### src/pkg/cte_trap_map.svh
`ifndef CTE_TRAP_MAP_SVH
`define CTE_TRAP_MAP_SVH

// Trap causes, index 0 is the highest priority
`define CTE_NUM_CAUSE 10
`define CTE_C_HALT_INSTR 4'h0
`define CTE_C_ODD_ADDR 4'h1
`define CTE_C_MMU_ERR 4'h2
`define CTE_C_TIMEOUT 4'h3
`define CTE_C_PARITY 4'h4
`define CTE_C_TRAP_INSTR 4'h5
`define CTE_C_TRACE 4'h6
`define CTE_C_STACK_OVF 4'h7
`define CTE_C_POWER_FAIL 4'h8
`define CTE_C_CONSOLE_HALT 4'h9

// Fixed stack limit, overflow when the pointer goes below it
`define CTE_STACK_LIMIT 16'h0100
// Offset from a trap vector to its status word
`define CTE_SW_OFFSET 16'h0002

`endif

### src/pkg/cte_pkg.sv
package cte_pkg;

  typedef enum logic [2:0] {
    CTE_ST_RUN = 3'b001,
    CTE_ST_PUSH1 = 3'b010,
    CTE_ST_PUSH2 = 3'b100
  } cte_state_t;

  typedef struct packed {
    cte_state_t state;
    logic [15:0] vec;
    logic odd_pend;
    logic tmo_pend;
    logic stk_pend;
    logic svc_first;
    logic trap_take;
    logic [3:0] trap_cause;
    logic intr_grant;
    logic fetch_go;
    logic illegal;
    logic pc_inc;
    logic reg_inc;
    logic sw_from_vec;
    logic [15:0] sw_addr;
  } cte_regs_t;

endpackage

### src/design/cte_trap_unit.sv
// What this block does
// - PC nonexistent-memory fetch error: PC unincremented
// - Odd mode 2: unincremented except move, previous-space move
// - Nonexistent mode 2: unincremented except move-dest, previous-space move
// - Higher interrupt served before service routine starts
// - Fixed trap priority, halt instruction highest
// - Decode implemented instruction set, flag others
// - Violation between pushes: status from vector plus two
// - Fixed stack limit checks, overflow raises trap
// - Trace bit set by interrupt return traps immediately
// - After trap return, next instruction runs first
`timescale 1ns/1ps
`default_nettype none
`include "cte_trap_map.svh"

module cte_trap_unit (
  // Clock and reset
  input wire logic i_clk,
  input wire logic i_rst_b,
  // Instruction in progress
  input wire logic [15:0] i_opcode,
  input wire logic i_boundary,
  input wire logic i_ret_trap,
  input wire logic i_t_bit,
  // External trap requests, one bit per cause
  input wire logic [9:0] i_trap_req,
  input wire logic i_intr_req,
  // Bus errors
  input wire logic i_bus_err,
  input wire logic i_err_odd,
  input wire logic i_err_pc_fetch,
  input wire logic i_err_mode2,
  input wire logic i_err_dest,
  // Stack checks and trap sequence
  input wire logic i_sp_check,
  input wire logic [15:0] i_sp,
  input wire logic [15:0] i_vector,
  input wire logic i_push_done,
  input wire logic i_mmu_viol,
  // Sequencing outputs
  output logic o_trap_take,
  output logic [3:0] o_trap_cause,
  output logic o_intr_grant,
  output logic o_fetch_go,
  output logic o_svc_first,
  output logic o_illegal,
  // Register update outputs
  output logic o_pc_inc,
  output logic o_reg_inc,
  // Status word source
  output logic o_sw_from_vec,
  output logic [15:0] o_sw_addr
);

  // ----------------------------------------
  // Decode helpers
  // ----------------------------------------
  function automatic logic cte_implemented(input logic [15:0] op);
    logic ok;
    ok = 1'b0;
    if (op[14:12] != 3'h0 && op[14:12] != 3'h7) begin
      ok = 1'b1;
    end else if (op[15:12] == 4'h7) begin
      ok = (op[11:9] <= 3'h4) || (op[11:9] == 3'h7);
    end else if (op[15:12] == 4'h8) begin
      ok = (op[11:6] <= 6'h33) || (op[11:6] == 6'h34) || (op[11:6] == 6'h37);
    end else if (op[15:12] == 4'h0) begin
      if (op[11:6] == 6'h00) begin
        ok = (op[5:0] <= 6'h06);
      end else if (op[11:6] == 6'h02) begin
        ok = (op[5:3] == 3'h0) || op[5];
      end else begin
        ok = (op[11:6] <= 6'h37);
      end
    end
    return ok;
  endfunction

  function automatic logic cte_is_move(input logic [15:0] op);
    return op[15:12] == 4'h1;
  endfunction

  function automatic logic cte_is_prev_move(input logic [15:0] op);
    return op[15:6] == 10'h036;
  endfunction

  function automatic logic [3:0] cte_first(input logic [9:0] req);
    logic [3:0] idx;
    idx = 4'h0;
    for (int i = `CTE_NUM_CAUSE - 1; i >= 0; i--) begin
      if (req[i]) begin
        idx = 4'(i);
      end
    end
    return idx;
  endfunction

  // ----------------------------------------
  // State
  // ----------------------------------------
  cte_pkg::cte_regs_t r;
  cte_pkg::cte_regs_t next_r;
  logic [9:0] req;
  logic trace_ok;

  always_comb begin
    next_r = r;
    next_r.trap_take = 1'b0;
    next_r.intr_grant = 1'b0;
    next_r.fetch_go = 1'b0;
    // Trace waits one instruction when the finished one was a trap return
    trace_ok = i_t_bit && !i_ret_trap;
    req = i_trap_req;
    req[`CTE_C_ODD_ADDR] = i_trap_req[`CTE_C_ODD_ADDR] | r.odd_pend;
    req[`CTE_C_TIMEOUT] = i_trap_req[`CTE_C_TIMEOUT] | r.tmo_pend;
    req[`CTE_C_STACK_OVF] = i_trap_req[`CTE_C_STACK_OVF] | r.stk_pend;
    req[`CTE_C_TRACE] = i_trap_req[`CTE_C_TRACE] | trace_ok;

    // ----------------------------------------
    // Bus errors and register increments
    // ----------------------------------------
    if (i_bus_err) begin
      if (i_err_odd) begin
        next_r.odd_pend = 1'b1;
      end else begin
        next_r.tmo_pend = 1'b1;
      end
      if (i_err_pc_fetch) begin
        next_r.pc_inc = 1'b0;
      end else begin
        next_r.pc_inc = 1'b1;
      end
      if (!i_err_mode2) begin
        next_r.reg_inc = 1'b1;
      end else if (i_err_odd) begin
        next_r.reg_inc = cte_is_move(i_opcode) || cte_is_prev_move(i_opcode);
      end else begin
        next_r.reg_inc = (cte_is_move(i_opcode) && i_err_dest)
                         || cte_is_prev_move(i_opcode);
      end
    end

    // ----------------------------------------
    // Stack limit
    // ----------------------------------------
    if (i_sp_check && i_sp < `CTE_STACK_LIMIT) begin
      next_r.stk_pend = 1'b1;
    end

    // ----------------------------------------
    // Instruction boundary arbitration
    // ----------------------------------------
    if (i_boundary) begin
      next_r.illegal = !cte_implemented(i_opcode);
      if (req != 10'h000) begin
        next_r.trap_take = 1'b1;
        next_r.trap_cause = cte_first(req);
        next_r.svc_first = 1'b1;
        next_r.state = cte_pkg::CTE_ST_PUSH1;
        case (cte_first(req))
          `CTE_C_ODD_ADDR: next_r.odd_pend = 1'b0;
          `CTE_C_TIMEOUT: next_r.tmo_pend = 1'b0;
          `CTE_C_STACK_OVF: next_r.stk_pend = 1'b0;
          default: next_r.odd_pend = r.odd_pend;
        endcase
        // A fresh event in the same cycle keeps its flag
        if (i_bus_err && i_err_odd) begin
          next_r.odd_pend = 1'b1;
        end
        if (i_bus_err && !i_err_odd) begin
          next_r.tmo_pend = 1'b1;
        end
        if (i_sp_check && i_sp < `CTE_STACK_LIMIT) begin
          next_r.stk_pend = 1'b1;
        end
      end else if (i_intr_req) begin
        next_r.intr_grant = 1'b1;
        next_r.svc_first = 1'b1;
        next_r.state = cte_pkg::CTE_ST_PUSH1;
      end else begin
        next_r.fetch_go = 1'b1;
        next_r.svc_first = 1'b0;
      end
    end

    // ----------------------------------------
    // Trap sequence stack pushes
    // ----------------------------------------
    case (r.state)
      cte_pkg::CTE_ST_RUN: begin
        next_r.sw_from_vec = r.sw_from_vec;
      end
      cte_pkg::CTE_ST_PUSH1: begin
        next_r.sw_from_vec = 1'b0;
        if (i_push_done) begin
          next_r.vec = i_vector;
          next_r.state = cte_pkg::CTE_ST_PUSH2;
        end
      end
      cte_pkg::CTE_ST_PUSH2: begin
        if (i_mmu_viol) begin
          next_r.sw_from_vec = 1'b1;
          next_r.sw_addr = r.vec + `CTE_SW_OFFSET;
          next_r.state = cte_pkg::CTE_ST_RUN;
        end else if (i_push_done) begin
          next_r.state = cte_pkg::CTE_ST_RUN;
        end
      end
      default: begin
        next_r.state = cte_pkg::CTE_ST_RUN;
      end
    endcase
  end

  always_ff @(posedge i_clk or negedge i_rst_b) begin
    if (!i_rst_b) begin
      r <= '{state: cte_pkg::CTE_ST_RUN, vec: 16'h0000, odd_pend: 1'b0,
             tmo_pend: 1'b0, stk_pend: 1'b0, svc_first: 1'b0,
             trap_take: 1'b0, trap_cause: 4'h0, intr_grant: 1'b0,
             fetch_go: 1'b0, illegal: 1'b0, pc_inc: 1'b1, reg_inc: 1'b1,
             sw_from_vec: 1'b0, sw_addr: 16'h0000};
    end else begin
      r <= next_r;
    end
  end

  // ----------------------------------------
  // Outputs
  // ----------------------------------------
  assign o_trap_take = r.trap_take;
  assign o_trap_cause = r.trap_cause;
  assign o_intr_grant = r.intr_grant;
  assign o_fetch_go = r.fetch_go;
  assign o_svc_first = r.svc_first;
  assign o_illegal = r.illegal;
  assign o_pc_inc = r.pc_inc;
  assign o_reg_inc = r.reg_inc;
  assign o_sw_from_vec = r.sw_from_vec;
  assign o_sw_addr = r.sw_addr;

endmodule

`default_nettype wire

### config.mk
export PLATFORM = sky130hd
export DESIGN_NAME = cte_trap_unit
export DESIGN_NICKNAME = d
export VERILOG_FILES = /design/src/pkg/cte_pkg.sv /design/src/design/cte_trap_unit.sv
export VERILOG_INCLUDE_DIRS = /design/src /design/src/pkg
export SDC_FILE = /design/constraint.sdc
export NUM_CORES = 1
export LEC_CHECK = 0
export BUFFER_PORTS_ARGS = -buffer_cell sky130_fd_sc_hd__buf_2
export CAP_MARGIN = 20
export CORE_MARGIN = 8
export CORE_UTILIZATION = 52
export DETAILED_ROUTE_END_ITERATION = 10
export GPL_ROUTABILITY_DRIVEN = 0
export GPL_TIMING_DRIVEN = 0
export PLACE_DENSITY_LB_ADDON = 0.05
export SLEW_MARGIN = 20
export SYNTH_ARGS = -nofsm -noshare
export SYNTH_HDL_FRONTEND = slang
export SYNTH_SLANG_ARGS = --single-unit
export TNS_END_PERCENT = 1
### constraint.sdc
create_clock -name i_clk -period 4.1 [get_ports i_clk]
set_input_delay 0.82 -clock i_clk [delete_from_list [all_inputs] [get_ports i_clk]]
set_output_delay 0.82 -clock i_clk [all_outputs]
set_load 0.1 [all_outputs]
==> results.toml <==
[run_status]
status = "completed"

[sta]
max-slew-margin-rel_pct = 56.04
fin_worst_skew_ns = 0.01282
fin_ws_ns = 1.882
final.period_utilization_pct = 54.10
fin_crit_ns = 2.218
max_freq_mhz = 450.8
setup_viol = 0
finalHoldViolCount = 0
slew_viol_final = 0
rsz0062_at_grt = "false"
worst_pin_slew_ns = 0.6544
tns_ns = 0

[worst_setup_path]
cp-start-kind = "input pin"
cp_max_fo = 6
arrival_ns = 2.40
cp-end-kind = "flop"
cp.required_ns = 4.28
critPathKind = "input pin to flop"

[floorplan]
ios = 100
die_height_microns = 86.08
die-width_microns = 86.08
start_util_pct = 54.07
die-area_sq_um = 7410
row_count = 25
core_area_sq_um = 4723

[clock_tree]
cts.path.max_buffers = 2
postCtsHoldBufs = 0
clkLatencyLatePin_ns = 0.30
cts-root-buf = "clkbuf_8"
cts-resized-gates = 0
post-cts-setup-buffers = 0
clock-sinks = 50
cts_tree = "done"
clk_pin_slew_ns = 0.09
htree_levels = 2
numCtsBuffers = 5

[final_layout]
final_util_pct = 67.89
drive_above_1_share_pct = 42.24
nets = 420
n_antenna_cell = 0
fillers = 384
areaGrowthSynthToFinish_pct = 25.58
final_area_sq_um = 3207

[place]
preCtsSetupSlack_ns = 1.594
place_hpwl_mm = 4.515
numPortBuffers = 91
placed_area_sq_um = 3093

[grt]
grt_pass1_vias = 2145
antenna_found_initial = 0
gr-total-overflow = 0
groute.usage.overall_pct = 16.12
grt_max_degree = 51
grt_pass1_wl_mm = 9.542

[synth]
ys.flop_type = "dfrtp_1"
synth_cell_type_count = 44
synth_seq_area_share_pct = 49.14
netlist_area_sq_um = 2554
synth-seq-cells = 50
synth_area_per_cell_sq_um = 10.26
yosys_warnings = 0
syn_inst = 249
synth_nets = 322
synthArstFlopShare_pct = 100.0
synth_edf_count = 0

[hold_path]
hold_class = "flop to flop"

[route]
drc = 0
wl_per_cell_microns = 13.80
routed_wl_mm = 5.729
avgViaCountPerCell = 5.089
drt_iter0_drc = 71
dr.pass1.iters = 4
ant_nets = 0
num_vias = 2112

[power]
irDropWorstVdd_mv = 0.5814
power.density_nw_per_um2 = 729.7
finalPower_mw = 2.340
p_leak_nw = 1.529

[flow_run]
drv_cap = 0
## worst max-delay path, cell delays in order
cell     delay, ns
buf_2         0.13
or4_4         0.54
nor3_4        0.20
nand4_4       0.15
nand2_1       0.19
mux2_2        0.36
## per-stage QoR
| step | std cells | hold WS, ns |
|---|---|---|
| after floorplan | 249 | 0.4573 |
| after CTS | 415 | 0.4903 |
| after detailed placement | 407 | 0.4759 |
| after global placement | 407 | 0.4726 |
| final | 415 | 0.4909 |
| after global routing | 415 | 0.5041 |
## registers in the layout, indices dropped and copies added (netlist names)
signal and count:
o_intr_grant 1, o_svc_first 1, r 22, o_trap_take 1
o_fetch_go 1, o_pc_inc 1, o_sw_from_vec 1, o_sw_addr 16
o_reg_inc 1, o_trap_cause 4, o_illegal 1
## placed cells by master (no fill, tap or decap), types with 2 or more instances in the layout
cell type | netlist | final
inv_1 | 7 | 7
nand2b_1 | 2 | 2
dfstp_2 | 3 | 3
xnor2_1 | 4 | 4
mux2_2 | 19 | 19
a31oi_1 | 5 | 5
o41ai_1 | 3 | 3
clkbuf_1 | 3 | 4
nand3_1 | 10 | 10
nand4_1 | 3 | 3
nor4_1 | 5 | 5
buf_2 | 2 | 92
dfrtp_1 | 47 | 47
nor3_1 | 4 | 4
o21ai_0 | 9 | 9
nand2_1 | 14 | 14
a21oi_1 | 21 | 21
clkbuf_8 | 0 | 5
xor2_1 | 11 | 11
buf_4 | 20 | 21
and3_1 | 4 | 4
nor2_1 | 29 | 29
nor3b_1 | 2 | 2
## layout make-up
type / count / area [sq um] / area share (%)
Sequential cell: 50 / 1255 / 39.13
Multi-Input combinational cell: 166 / 1097 / 34.22
Timing Repair Buffer: 91 / 457.9 / 14.28
Buffer: 26 / 175.2 / 5.462
Tap cell: 67 / 83.83 / 2.614
Clock buffer: 6 / 72.57 / 2.263
Clock inverter: 2 / 38.79 / 1.210
Inverter: 7 / 26.28 / 0.8194
## logic make-up after synthesis
family	count (synthesis)	synth area share, %
AOI/OAI and AO/OA	48	11.71
xor gates and xnor gates	15	5.144
buffers and inverters	33	7.888
and+or+nand+nor	82	16.85
DFF	50	49.14
muxes	20	8.770
adders and majority gates	1	0.4899
## metal layers
metal	routed length, microns	track usage, %	part of all wire, %
met2	2697	26.59	47
met4	61	5.732	1.1
met5	0	0	0
met1	2550	19.03	45
met3	420	5.349	7.3
## power breakdown
| group | leakage [nW] | internal, mW | switching (mW) |
|---|---|---|---|
| Clock | 0.0554 | 0.183 | 0.160 |
| Combinational | 0.878 | 0.348 | 0.831 |
| Sequential | 0.597 | 0.672 | 0.146 |
| Total | 1.53 | 1.20 | 1.14 |
## worst paths after layout
check                                    from               to  slack, ns  cells after the start
min in group asynchronous             i_rst_b            r[46]       0.53                      1
worst min register to register       o_pc_inc         o_pc_inc       0.49                      2
max in group asynchronous             i_rst_b     o_sw_addr[3]       3.17                      1
worst min-delay path                 o_pc_inc         o_pc_inc       0.49                      2
worst max-delay path            i_trap_req[4]  o_trap_cause[1]       1.88                      6
worst max register to register          r[49]    o_sw_addr[13]       2.16                      6
## synthesized netlist by cell type (2+ instances only)
library cell	n	share of area, %
inv_1	7	1.0
o21ai_0	9	1.8
mux2_2	19	8.4
buf_2	2	0.39
nor2_1	29	4.3
dfstp_2	3	3.1
nand2b_1	2	0.49
a31oi_1	5	1.2
xor2_1	11	3.8
nand3_1	10	2.0
clkbuf_1	3	0.44
nor3b_1	2	0.59
xnor2_1	4	1.4
o41ai_1	3	1.0
nand4_1	3	0.74
buf_4	20	5.9
nor4_1	5	1.2
dfrtp_1	47	46
nand2_1	14	2.1
and3_1	4	0.98
nor3_1	4	0.78
a21oi_1	21	4.1
Power figures use the tool's default switching activity.
